[src/rtl/fault_latch_pkg.sv]
// constants for the laser fault classification and latching block
// assumes a 40 MHz core clock; no bus, all control and status are ports
package fault_latch_pkg;
  // clock rate and output response bound
  localparam int CLK_HZ = 40000000;
  localparam int FAULT_RESP_US = 1;
  localparam int FAULT_RESP_CYC = (FAULT_RESP_US * (CLK_HZ / 1000000) > 0) ?
                                  FAULT_RESP_US * (CLK_HZ / 1000000) : 1;
  // fault input vector field positions
  localparam int LATCH_TEMP_BIT = 0;
  localparam int LATCH_SHUTTER_BIT = 1;
  localparam int LATCH_WIDTH = 2;
  // synchroniser depth for pin inputs
  localparam int SYNC_STAGES = 2;
  // reset values
  localparam logic RST_LOW = 1'h0;
  localparam logic RST_HIGH = 1'h1;
endpackage : fault_latch_pkg

[src/rtl/fault_sync_if.sv]
// carrier between the top module and its pin synchroniser
// assumes one clock domain driven by clk_i
`timescale 1ns/1ps
interface fault_sync_if #(parameter int WIDTH = 6);
  logic [WIDTH-1:0] raw;
  logic [WIDTH-1:0] synced;
  modport sync_side (input raw, output synced);
  modport user_side (output raw, input synced);
endinterface : fault_sync_if

[src/rtl/laser_fault_latch_control.sv]
// fault classification and latching control for an rf-excited laser
// assumes fault sense inputs and enable arrive asynchronously from pins
// fault classes handled here:
//   disruptive (reflected power, duty limit): flagged and throttled, run goes on
//   latching (temperature, shutter): emission stops, lines and summary latch
//   terminal (power-up check): summary only, left only through resetn_i
// every pin passes two flops, so a status line moves three edges after
// its cause; at 25 ns per edge that is far inside the microsecond budget
// limitation: a cause shorter than one clock period may be missed entirely
// trade-off: the retiming costs two edges of response but removes any
// metastable level from the state machine and the latch flags
`timescale 1ns/1ps
module laser_fault_latch_control (
  // clock and reset
  input wire logic clk_i,
  input wire logic resetn_i,
  // enable / fault reset pin, low when tied to return
  input wire logic enable_n_i,
  // power-up terminal check status
  input wire logic selftest_done_i,
  input wire logic terminal_fault_i,
  // latching fault sense levels
  input wire logic over_temp_i,
  input wire logic shutter_fault_i,
  // disruptive fault sense levels
  input wire logic reflected_high_i,
  input wire logic duty_limit_i,
  // emission control and status
  output logic emit_allow_o,
  output logic throttle_o,
  output logic system_fault_o,
  output logic temp_fault_o,
  output logic shutter_fault_o,
  output logic reflected_fault_o,
  output logic duty_fault_o
);
  typedef enum logic [2:0] {
    ST_SELFTEST, ST_WAIT_RELEASE, ST_IDLE, ST_RUN, ST_FAULT, ST_TERMINAL
  } ctrl_state_type;

  ctrl_state_type state_reg;
  ctrl_state_type state_next;
  logic en_seen_off_reg;
  logic [fault_latch_pkg::LATCH_WIDTH-1:0] latched_reg;
  logic [fault_latch_pkg::LATCH_WIDTH-1:0] latched_next;
  logic [fault_latch_pkg::LATCH_WIDTH-1:0] latch_now;
  logic enable_act;
  logic enable_prev_reg;
  logic enable_rise;
  logic cause_clear;

  //////////////////////////////////////////////////////////////////////////
  // pin synchronisation
  // every level is retimed here; nothing below reads a raw pin
  fault_sync_if #(.WIDTH(7)) sync_bus ();

  assign sync_bus.raw = {duty_limit_i, reflected_high_i, shutter_fault_i, over_temp_i,
                         terminal_fault_i, selftest_done_i, ~enable_n_i};

  pin_sync u_sync (
    .clk_i(clk_i),
    .resetn_i(resetn_i),
    .bus(sync_bus.sync_side)
  );

  logic s_enable;
  logic s_done;
  logic s_term;
  logic s_temp;
  logic s_shut;
  logic s_refl;
  logic s_duty;
  assign {s_duty, s_refl, s_shut, s_temp, s_term, s_done, s_enable} = sync_bus.synced;

  assign enable_act = s_enable;
  assign latch_now[fault_latch_pkg::LATCH_TEMP_BIT] = s_temp;
  assign latch_now[fault_latch_pkg::LATCH_SHUTTER_BIT] = s_shut;
  assign cause_clear = (latch_now == '0);

  //////////////////////////////////////////////////////////////////////////
  // enable edge tracking: a rise only counts after a release was seen
  always_ff @(posedge clk_i or negedge resetn_i) begin
    if (!resetn_i) begin
      enable_prev_reg <= fault_latch_pkg::RST_LOW;
    end else begin
      enable_prev_reg <= enable_act;
    end
  end

  assign enable_rise = enable_act & ~enable_prev_reg;

  // enable held from power-up is not trusted until released once; the
  // synchroniser's reset zeros are no release, so only look after self-test
  always_ff @(posedge clk_i or negedge resetn_i) begin
    if (!resetn_i) begin
      en_seen_off_reg <= fault_latch_pkg::RST_LOW;
    end else if (state_reg != ST_SELFTEST && !enable_act) begin
      en_seen_off_reg <= fault_latch_pkg::RST_HIGH;
    end
  end

  //////////////////////////////////////////////////////////////////////////
  // latched fault flags: set wins over the clearing toggle
  // the lines read the next value so they drop on the restart edge itself
  always_comb begin
    if (state_reg == ST_FAULT && enable_rise && cause_clear) begin
      latched_next = latch_now;
    end else begin
      latched_next = latched_reg | latch_now;
    end
  end

  always_ff @(posedge clk_i or negedge resetn_i) begin
    if (!resetn_i) begin
      latched_reg <= '0;
    end else begin
      latched_reg <= latched_next;
    end
  end

  //////////////////////////////////////////////////////////////////////////
  // control state machine
  always_comb begin
    state_next = state_reg;
    case (state_reg)
      ST_SELFTEST: begin
        if (s_done && s_term) begin
          state_next = ST_TERMINAL;
        end else if (s_done) begin
          state_next = ST_WAIT_RELEASE;
        end
      end
      ST_WAIT_RELEASE: begin
        // a pin held low since power-up must be released before a run
        if (en_seen_off_reg || !enable_act) begin
          state_next = ST_IDLE;
        end
      end
      ST_IDLE: begin
        // a flag caught before the first run still forces the fault state
        if ((latch_now | latched_reg) != '0) begin
          state_next = ST_FAULT;
        end else if (enable_rise) begin
          state_next = ST_RUN;
        end
      end
      ST_RUN: begin
        // dropping enable is an orderly stop, not a fault
        if (latch_now != '0) begin
          state_next = ST_FAULT;
        end else if (!enable_act) begin
          state_next = ST_IDLE;
        end
      end
      ST_FAULT: begin
        // only a fresh rise with the cause gone restarts emission
        if (enable_rise && cause_clear) begin
          state_next = ST_RUN;
        end
      end
      // only resetn_i leaves; the check result is not read again
      ST_TERMINAL: state_next = ST_TERMINAL;
      default: state_next = ST_SELFTEST;
    endcase
  end

  always_ff @(posedge clk_i or negedge resetn_i) begin
    if (!resetn_i) begin
      state_reg <= ST_SELFTEST;
    end else begin
      state_reg <= state_next;
    end
  end

  //////////////////////////////////////////////////////////////////////////
  // status outputs, all registered; a fault appears one edge after sync
  always_ff @(posedge clk_i or negedge resetn_i) begin
    if (!resetn_i) begin
      emit_allow_o <= fault_latch_pkg::RST_LOW;
      system_fault_o <= fault_latch_pkg::RST_LOW;
      temp_fault_o <= fault_latch_pkg::RST_LOW;
      shutter_fault_o <= fault_latch_pkg::RST_LOW;
    end else begin
      emit_allow_o <= (state_next == ST_RUN);
      // active high, a few cycles from the cause, well inside a microsecond
      system_fault_o <= (state_next == ST_FAULT) || (state_next == ST_TERMINAL);
      // next value, so a cleared line falls on the edge emission restarts
      temp_fault_o <= latched_next[fault_latch_pkg::LATCH_TEMP_BIT];
      shutter_fault_o <= latched_next[fault_latch_pkg::LATCH_SHUTTER_BIT];
    end
  end

  // disruptive faults throttle the drive but never stop the state machine
  // outside a run there is nothing to throttle, so only the lines report it
  always_ff @(posedge clk_i or negedge resetn_i) begin
    if (!resetn_i) begin
      throttle_o <= fault_latch_pkg::RST_LOW;
      reflected_fault_o <= fault_latch_pkg::RST_LOW;
      duty_fault_o <= fault_latch_pkg::RST_LOW;
    end else begin
      throttle_o <= (s_refl | s_duty) & (state_next == ST_RUN);
      reflected_fault_o <= s_refl;
      duty_fault_o <= s_duty;
    end
  end
endmodule : laser_fault_latch_control

[src/rtl/pin_sync.sv]
// two-flop synchroniser for a vector of asynchronous pin levels
// assumes each bit is an independent level, not a multi-bit word
`timescale 1ns/1ps
module pin_sync (
  // clock and reset
  input wire logic clk_i,
  input wire logic resetn_i,
  // carrier
  fault_sync_if.sync_side bus
);
  logic [$bits(bus.raw)-1:0] meta_reg;
  logic [$bits(bus.raw)-1:0] sync_reg;

  // first stage feeds only the second stage
  always_ff @(posedge clk_i or negedge resetn_i) begin
    if (!resetn_i) begin
      meta_reg <= '0;
      sync_reg <= '0;
    end else begin
      meta_reg <= bus.raw;
      sync_reg <= meta_reg;
    end
  end

  assign bus.synced = sync_reg;
endmodule : pin_sync

[config.mk]
export PLATFORM = sky130hd
export DESIGN_NAME = laser_fault_latch_control
export DESIGN_NICKNAME = d
export VERILOG_FILES = /design/src/rtl/fault_latch_pkg.sv /design/src/rtl/fault_sync_if.sv /design/src/rtl/laser_fault_latch_control.sv /design/src/rtl/pin_sync.sv
export SDC_FILE = /design/constraint.sdc
export NUM_CORES = 1
export LEC_CHECK = 0
export BUFFER_PORTS_ARGS = -buffer_cell sky130_fd_sc_hd__buf_2
export CAP_MARGIN = 10
export CORE_AREA = 10 10 58 60
export CTS_CLUSTER_DIAMETER = 30
export DETAILED_ROUTE_END_ITERATION = 8
export DIE_AREA = 0 0 68 70
export PLACE_DENSITY_LB_ADDON = 0.3
export SYNTH_ARGS = -nofsm -noshare
export SYNTH_HDL_FRONTEND = slang
export SYNTH_SLANG_ARGS = --single-unit
[constraint.sdc]
create_clock -name clk_i -period 1.8 [get_ports clk_i]
set_input_delay 0.36 -clock clk_i [delete_from_list [all_inputs] [get_ports clk_i]]
set_output_delay 0.36 -clock clk_i [all_outputs]
set_load 0.02 [all_outputs]
# [Word-level counts from Yosys, hierarchy flattened]
# Cells that the tools add are included.
[totals] regBits=28 elab_cells=50
[classes] eq_ne=8 muxes=10 n_bitwise=6 reduce_logical=13
[ops] operator="two-way mux 3 bit" count=8
[ops] operator="one-hot mux 3 bit (6 select lines)" count=1
[ops] operator="== test 3 bit (second input constant)" count=4
[ops] operator="== test 3 x 2 -> 1 bit (second input constant)" count=3
[ops] operator="logical AND 1 bit" count=5
[ops] operator="nonzero test 2 bit" count=2
[ops] operator="== test 3 x 1 -> 1 bit (second input constant)" count=1
[ops] operator="zero test 3 bit" count=1
[ops] operator="nonzero test 3 bit" count=1
[ops] operator="AND 1 bit" count=2
[ops] operator="zero test 2 bit" count=1
[ops] operator="logical OR 1 bit" count=2
[ops] operator="two-way mux 2 bit" count=1
[ops] operator="inverter 1 bit" count=2
[ops] operator="bitwise OR 2 bit" count=1
[ops] operator="zero test 1 bit" count=1
[ops] operator="bitwise OR 1 bit" count=1

# [Depth between registers and ports, before layout]
# Gate-level depths: netlist of run 1.
[depth] word_depth=7 mapped_depth=4 depth_no_buf=4

# [By module]
# A second synthesis of run 1 with hierarchy kept.
[unflattened] cells_unflattened=55 area_unflattened_um2=860.8
[modules_own_cells] mod="laser_fault_latch_control" n_inst=1 cells_per_inst=41 area_each_um2=510.5
[modules_own_cells] mod="pin_sync" n_inst=1 cells_per_inst=14 area_each_um2=350.3

# [Worst setup path before layout of run 1]
# OpenSTA, ideal clock, no wires.
[synth_path] path_kind="flip-flop to flip-flop" startpoint="register u_sync.sync_reg[4], in the netlist u_sync.bus.synced[4]" endpoint="register throttle_o" arrival_time_ps=1521 setup_slack_ps=214 path_stages_with_launch=5 n_path_buf=0 cell_sequence="dfrtp_1 or4b_4 or3_4 nand3_2 o211a_1"
[synth_via] elab_chain_cells=6
[synth_rtl] element="start, declared" line_no="pin_sync.sv:12" rtl="logic [$bits(bus.raw)-1:0] sync_reg;"
[synth_rtl] element="start signal, assigned" line_no="pin_sync.sv:21" rtl="sync_reg <= meta_reg;"
[synth_rtl] element="bitwise OR 2 bit or zero test 2 bit (tied branches)" line_no="laser_fault_latch_control.sv:141, laser_fault_latch_control.sv:78"
[synth_rtl] element="nonzero test 2 bit or logical AND 1 bit (tied branches)" line_no="laser_fault_latch_control.sv:141, laser_fault_latch_control.sv:157"
[synth_rtl] element="two-way mux 3 bit (on tied branches)" line_no="laser_fault_latch_control.sv:141, laser_fault_latch_control.sv:157"
[synth_rtl] element="one-hot mux 3 bit (6 select lines) *" line_no="laser_fault_latch_control.sv:125" rtl="case (state_reg)"
[synth_rtl] element="net state_next[1]" line_no="laser_fault_latch_control.sv:42" rtl="ctrl_state_type state_next;"
[synth_rtl] element="== test 3 x 2 -> 1 bit *" line_no="laser_fault_latch_control.sv:201" rtl="throttle_o <= (s_refl | s_duty) & (state_next == ST_RUN);"
[synth_rtl] element="AND 1 bit *" line_no="laser_fault_latch_control.sv:201"
[synth_rtl] element="end signal, assigned" line_no="laser_fault_latch_control.sv:197" rtl="throttle_o <= fault_latch_pkg::RST_LOW;"
[synth_rtl] element="end signal, assigned" line_no="laser_fault_latch_control.sv:201"
[synth_rtl] element="end, declared" line_no="laser_fault_latch_control.sv:30" rtl="output logic throttle_o,"
# Mark *: on every way through the listed nets, which the timed path passes. The rest lies on a longest branch.
# A chain may end at the register's enable or synchronous reset.

# [Final worst setup path of run 1]
# Ends and elaborated chain as after synthesis.

==> results of run 1 <==
## worst register-to-register path: cells and delay by family, from the launching register on
| family | cells | cell delay [ns] |
|---|---|---|
| simple gates | 3 | 1.07 |
| flops | 1 | 0.44 |
| compound gates | 1 | 0.14 |
## metal layers
layer	vias up	GRT usage	wire [um]
li1	233	-	-
met1	244	0.06900	543
met2	6	0.1014	682
met3	2	0.02233	40
met4	0	0.04027	10
met5	-	0	0
## per-stage QoR
step	area [um^2]	power (mW)	utilization	hold slack [ns]	setup WS, ns
after global routing	1026	1.503	0.4380	0.02168	0.06633
after CTS	1026	1.429	0.4380	0.01547	0.1149
after detailed placement	973.4	1.040	0.4156	0.3347	0.1411
final	1026	1.403	0.4380	0.005898	0.1139
after floorplan	860.8	0.9396	-	0.06441	0.2140
after global placement	973.4	1.034	0.4156	0.3315	0.1810
## power by group through the flow
stage	combinational (mW)	clock [mW]	sequential, mW
3_5_place_dp	0.281	0	0.760
3_3_place_gp	0.276	0	0.758
6_report	0.274	0.383	0.747
4_1_cts	0.282	0.401	0.747
2_1_floorplan	0.163	0	0.777
5_1_grt	0.313	0.425	0.764
## worst paths after layout
kind / to / slack (ns) / startpoint
max: throttle_o$_DFF_PN0_ / 0.11 / u_sync.bus.synced[4]$_DFF_PN0_
min: u_sync.meta_reg[1]$_DFF_PN0_ / 0.006 / resetn_i
max reg2reg: throttle_o$_DFF_PN0_ / 0.11 / u_sync.bus.synced[4]$_DFF_PN0_
min reg2reg: u_sync.bus.synced[3]$_DFF_PN0_ / 0.36 / u_sync.meta_reg[3]$_DFF_PN0_
max in group asynchronous: state_reg[0]$_DFF_PN0_ / 1.44 / resetn_i
min in group clk_i: u_sync.meta_reg[5]$_DFF_PN0_ / 0.14 / reflected_high_i
## kinds of logic after synthesis
| kind of cell | synth area share |
|---|---|
| AO/OA/AOI/OAI | 0.1075 |
| buffers and inverters | 0.004356 |
| flip-flops | 0.7558 |
| AND/OR/NAND/NOR | 0.1323 |
## cell type report
| cell class | count | area [um^2] | area share |
|---|---|---|---|
| Sequential cell | 26 | 650.6 | 0.6341 |
| Multi-Input combinational cell | 28 | 206.4 | 0.2012 |
| Timing Repair Buffer | 15 | 75.07 | 0.07317 |
| Tap cell | 30 | 37.54 | 0.03659 |
| Clock inverter | 1 | 30.03 | 0.02927 |
| Clock buffer | 3 | 22.52 | 0.02195 |
| Inverter | 1 | 3.754 | 0.003659 |
==> metrics.md, run 1 <==
| Metric | Value |
|---|---|
| Largest net degree at the start of global routing | 27 |
| CP peak stage delay | 0.56 ns |
| Synth top area share | 0.7558 |
| First drt pass iteration count | 3 |
| Die Height | 70 um |
| Tcrit/Tclk final | 0.9367 |
| Comb power frac | 0.195 |
| CTS buffer count | 3 |
| Crit path max-delay family | simple AND/OR/NAND/NOR gates |
| Fraction of layout cells with a size suffix above 1 | 0.3378 |
| Flops & latches, synth | 26 |
| TNS Setup | 0 ns |
| Area grow syn2layout | 19.19% |
| Overflow after GRT | 0 |
| TritonCTS clock tree | done |
| Outcome | finished, final reports clean |
| Ys async rst share | 1.000 |
| Dominant cells by area after synthesis | dfrtp_1, o21a_1, o21bai_1 |
| Post-synth EDFFs | 0 |
| Top-count cell post-synth | dfrtp_1 |
| Commonest non-fill, non-tap cell in the layout | dfrtp_1 |
| Post-layout net count | 84 |
| Period minus WS final | 1.686 ns |
| NetSw | 389.5 uW |
| DRC errors left | 0 |
| Starting DRT DRC Count | 13 |
| Non-Filler Instances | 104 |
| CTS Hold Bufs | 0 |
| Clock latency on the worst-skew pair | 0.31 ns |
| Vias | 485 |
| # Post-CTS Setup Buffers | 0 |
| Yosys cell types | 22 |
| First-pass GRT wire length | 2359 um |
| Port bufs | 15 |
| CP max FO | 4 |
| Die area | 0.004760 mm^2 |
| Post_cts resized | 0 |
| Mapped Area | 860.8 um^2 |
| Most area-hungry cell type in the Yosys netlist | dfrtp_1 |
| Synth Area per Inst | 15.65 um^2 |
| Worst Clk Skew | 0.006264 ns |
| Cell chosen for the clock root | clkbuf_4 |
| Die Width | 68 um |
| Clk slew on worst S/H paths | 0.13 ns |
| Sw frac | 0.2776 |
| CP endpoint kind | flip-flop |
| Dpl hpwl | 962 um |
| H-Tree Depth | 1 |
| Post-Synthesis Cells | 55 |
| Ys flop type | dfrtp_1 |
| RSZ-0062 raised after global routing | false |
| Post-Syn Nets | 64 |
| Post-synthesis sequential area ratio | 0.7558 |
| Max-cap viol count | 0 |
| Synth warn | 0 |
| Filler Cell Count | 227 |
| Via density | 4.663 |
| Pleak | 0.4684 nW |
| Slew of the pin with the lowest slew margin | 0.5280 ns |
| Vias in the first global route | 534 |
| Critical Path Source Type | flip-flop |
| Antenna fix cells | 0 |
| Min-Delay Path Class | in -> async |
| Reg2Reg Depth | 4 |
| Critical path's slowest cell | or4b_4 |
| Clk pwr share | 0.273 |
| Pins over their slew limit | 0 |
| Antenna-violating nets left | 0 |
| Worst endpoint data arrival time | 1.95 ns |
| PwrDens | 1368 mW/mm^2 |
| Initial core utilization | 0.3675 |
| Relative max-transition margin | 0.6480 |
| Final count of negative-setup-slack endpoints | 0 |
| Stages on the worst setup path | 4 |
| CTS Sinks | 26 |
| Wire per inst | 12.28 um |
| Placer Congestion | 0.7928 |
| WP buf/inv | 0 |
| Worst path required time | 2.06 ns |
| P_int | 1.014 mW |
| WL final | 1277 um |
| Antenna violations before repair | 0 |
| Inst Count DP | 100 |
| Most frequent cells in the layout | dfrtp_1, buf_2, clkbuf_4 |
| I/O Pins | 16 |
| Path type of the worst setup path | reg -> reg |
| Hold Fails Final Rpt | 0 |
| GRT Resource Usage Total | 0.06388 |
| Crit path cell chain | or4b_4 -> or3_4 -> nand3_2 -> o211a_1 |
| Maximum VDD drop | 630.5 uV |
| Seq pwr share | 0.532 |
| F_max | 593.1 MHz |
| Clk buf depth | 2 |
| # rows | 18 |
| Core area | 0.002342 mm^2 |
(Power assumes the default switching activity.)
==> run 2: changes to the inputs <==
--- a/config.mk
+++ b/config.mk
@@ -14,4 +14,5 @@
 export PLACE_DENSITY_LB_ADDON = 0.3
 export SYNTH_ARGS = -nofsm -noshare
 export SYNTH_HDL_FRONTEND = slang
+export SYNTH_HIERARCHICAL = 1
 export SYNTH_SLANG_ARGS = --single-unit
==> run 2 against run 1 <==
  * Final cell count unchanged
  * Worst hold slack is the same
  * Total power is the same
  * Clock power hardly changed
  * Sequential power barely moved
  * Critical path depth unchanged
  * Wire length unchanged
  * Global-route usage is the same
  * Critical path type unchanged
==> metrics.md, run 2 <==
| Metric | Value |
|---|---|
| CTS buffer count | 3 (unchanged) |
| Outcome | finished, final reports clean (unchanged) |
| Via density | 4.663 (unchanged) |
| Min-Delay Path Class | in -> async (unchanged) |
| PwrDens | 1368 mW/mm^2 (unchanged) |
| RSZ-0062 raised after global routing | false (unchanged) |
| Post-Syn Nets | 64 (unchanged) |
| Synth top area share | 0.7558 (unchanged) |
| Fraction of layout cells with a size suffix above 1 | 0.3378 (unchanged) |
| Crit path cell chain | or4b_4 -> or3_4 -> nand3_2 -> o211a_1 (unchanged) |
| GRT Resource Usage Total | 0.06388 (unchanged) |
| Clk slew on worst S/H paths | 0.13 ns (about the same) |
| Vias | 485 (unchanged) |
| Cell chosen for the clock root | clkbuf_4 (unchanged) |
| Grt met2 use | 0.1014 (unchanged) |
| Final Util | 0.4380 (unchanged) |
| CTS Sinks | 26 (unchanged) |
| Post-Synthesis Cells | 55 (unchanged) |
| Placer Congestion | 0.7928 (unchanged) |
| Met1 usage in global routing | 0.06900 (unchanged) |
| CP peak stage delay | 0.56 ns (about the same) |
| First drt pass iteration count | 3 (unchanged) |
| Pleak | 0.4684 nW (unchanged) |
| Clk buf depth | 2 (unchanged) |
| Worst-case hold slack | 0.005898 ns (unchanged) |
| TritonCTS clock tree | done (unchanged) |
| DRC errors left | 0 (unchanged) |
| Dpl hpwl | 962 um (unchanged) |
| Core area | 0.002342 mm^2 (unchanged) |
| Synth Area per Inst | 15.65 um^2 (unchanged) |
| Synth warn | 6 (was 0) |
| DP Worst Slack | 0.1411 ns (unchanged) |
| Worst Clk Skew | 0.006264 ns (unchanged) |
| Clock latency on the worst-skew pair | 0.31 ns (about the same) |
| Critical Path Source Type | flip-flop (unchanged) |
| CP max FO | 4 (unchanged) |
| Reg2Reg Depth | 4 (unchanged) |
| FF-to-FF End | throttle_o$_DFF_PN0_ (unchanged) |
| Most Crowded Layer GR | met2 (unchanged) |
| R2r startpoint | u_sync/bus.synced[4]$_DFF_PN0_ (was u_sync.bus.synced[4]$_DFF_PN0_) |
| Most frequent cells in the layout | dfrtp_1, buf_2, clkbuf_4 (unchanged) |
| Relative max-transition margin | 0.6480 (unchanged) |
| Path type of the worst setup path | reg -> reg (unchanged) |
| First-pass GRT wire length | 2359 um (unchanged) |
| Mapped Area | 860.8 um^2 (unchanged) |
| Cell Area, Placed | 973.4 um^2 (unchanged) |
| # rows | 18 (unchanged) |
| Port bufs | 15 (unchanged) |
| Hold Fails Final Rpt | 0 (unchanged) |
| Critical path's slowest cell | or4b_4 (unchanged) |
| Period minus WS final | 1.686 ns (unchanged) |
| Wire per inst | 12.28 um (unchanged) |
| Inst Count DP | 100 (unchanged) |
| Dominant cells by area after synthesis | dfrtp_1, o21a_1, o21bai_1 (unchanged) |
| Yosys cell types | 22 (unchanged) |
| Commonest non-fill, non-tap cell in the layout | dfrtp_1 (unchanged) |
| Ys async rst share | 1.000 (unchanged) |
| Sw frac | 0.2776 (unchanged) |
| Antenna violations before repair | 0 (unchanged) |
| Starting DRT DRC Count | 13 (unchanged) |
| Worst path required time | 2.06 ns (about the same) |
| Pins over their slew limit | 0 (unchanged) |
| Top-count cell post-synth | dfrtp_1 (unchanged) |
| Comb power frac | 0.195 (about the same) |
| Final count of negative-setup-slack endpoints | 0 (unchanged) |
| I/O Pins | 16 (unchanged) |
| Largest net degree at the start of global routing | 27 (unchanged) |
| Die Width | 68 um (unchanged) |
| Max-cap viol count | 0 (unchanged) |
| Overflow after GRT | 0 (unchanged) |
| WL final | 1277 um (unchanged) |
| Slew of the pin with the lowest slew margin | 0.5280 ns (unchanged) |
| Flop2flop setup slack | 0.11 ns (about the same) |
| Die area | 0.004760 mm^2 (unchanged) |
| Die Height | 70 um (unchanged) |
| Vias in the first global route | 534 (unchanged) |
| F_max | 593.1 MHz (unchanged) |
| Antenna-violating nets left | 0 (unchanged) |
| WP buf/inv | 0 (unchanged) |
| Post_cts resized | 0 (unchanged) |
| # Post-CTS Setup Buffers | 0 (unchanged) |
| Post-synthesis sequential area ratio | 0.7558 (unchanged) |
| P_int | 1.014 mW (unchanged) |
| CTS Hold Bufs | 0 (unchanged) |
| NetSw | 389.5 uW (unchanged) |
| Ys flop type | dfrtp_1 (unchanged) |
| Area grow syn2layout | 19.19% (unchanged) |
| Flops & latches, synth | 26 (unchanged) |
| Power Total | 1.403 mW (unchanged) |
| Antenna fix cells | 0 (unchanged) |
| Tcrit/Tclk final | 0.9367 (unchanged) |
| Most area-hungry cell type in the Yosys netlist | dfrtp_1 (unchanged) |
| Crit path max-delay family | simple AND/OR/NAND/NOR gates (unchanged) |
| Maximum VDD drop | 630.5 uV (unchanged) |
| Seq pwr share | 0.532 (about the same) |
| Initial core utilization | 0.3675 (unchanged) |
| PnR worst setup slack | 0.1139 ns (unchanged) |
| Clk pwr share | 0.273 (about the same) |
| GR met3 Demand/Resource | 0.02233 (unchanged) |
| Fin area | 0.001026 mm^2 (unchanged) |
| Non-Filler Instances | 104 (unchanged) |
| CP endpoint kind | flip-flop (unchanged) |
| Worst endpoint data arrival time | 1.95 ns (about the same) |
| Post-layout net count | 84 (unchanged) |
| TNS Setup | 0 ns (unchanged) |
| Post-synth EDFFs | 0 (unchanged) |
| H-Tree Depth | 1 (unchanged) |
==> run 2: cell counts in the layout (fill, tap and decap cells not counted) <==
No cell type changed its count.
==> run 2: logic make-up after synthesis <==
kind of cell           after synthesis  synth area share
buffers and inverters                1          0.004356
AOI/OAI and AO/OA                   12            0.1075
and+or+nand+nor                     16            0.1323
DFF                                 26            0.7558
==> run 2: how the worst max path moves through the flow <==
stage / depth (start not counted) / slack (ns) / end / startpoint
floorplan: 4 / 0.21 / throttle_o$_DFF_PN0_ / u_sync/bus.synced[4]$_DFF_PN0_
global placement: 4 / 0.18 / throttle_o$_DFF_PN0_ / u_sync/bus.synced[4]$_DFF_PN0_
detailed placement: 4 / 0.14 / throttle_o$_DFF_PN0_ / u_sync/bus.synced[4]$_DFF_PN0_
CTS: 4 / 0.11 / throttle_o$_DFF_PN0_ / u_sync/bus.synced[4]$_DFF_PN0_
global route: 4 / 0.07 / throttle_o$_DFF_PN0_ / u_sync/bus.synced[4]$_DFF_PN0_
finish: 4 / 0.11 / throttle_o$_DFF_PN0_ / u_sync/bus.synced[4]$_DFF_PN0_
==> run 2: power groups by stage <==
stage / Combinational [mW] / Clock, mW / Sequential (mW)
after global placement: 0.276 / 0 / 0.758
final: 0.274 / 0.383 / 0.747
after floorplan: 0.163 / 0 / 0.777
after CTS: 0.282 / 0.401 / 0.747
after global routing: 0.313 / 0.425 / 0.764
after detailed placement: 0.281 / 0 / 0.760
==> run 2: final cells by class <==
cell class	instances	area, um^2
Clock buffer	3	22.52
Fill cell	227	1316
Clock inverter	1	30.03
Multi-Input combinational cell	28	206.4
Inverter	1	3.754
Tap cell	30	37.54
Sequential cell	26	650.6
Timing Repair Buffer	15	75.07
==> run 2: per-layer routing <==
layer  vias up  wire, um
li1        233         -
met1       244       543
met2         6       682
met3         2        40
met4         0        10
met5         -         0
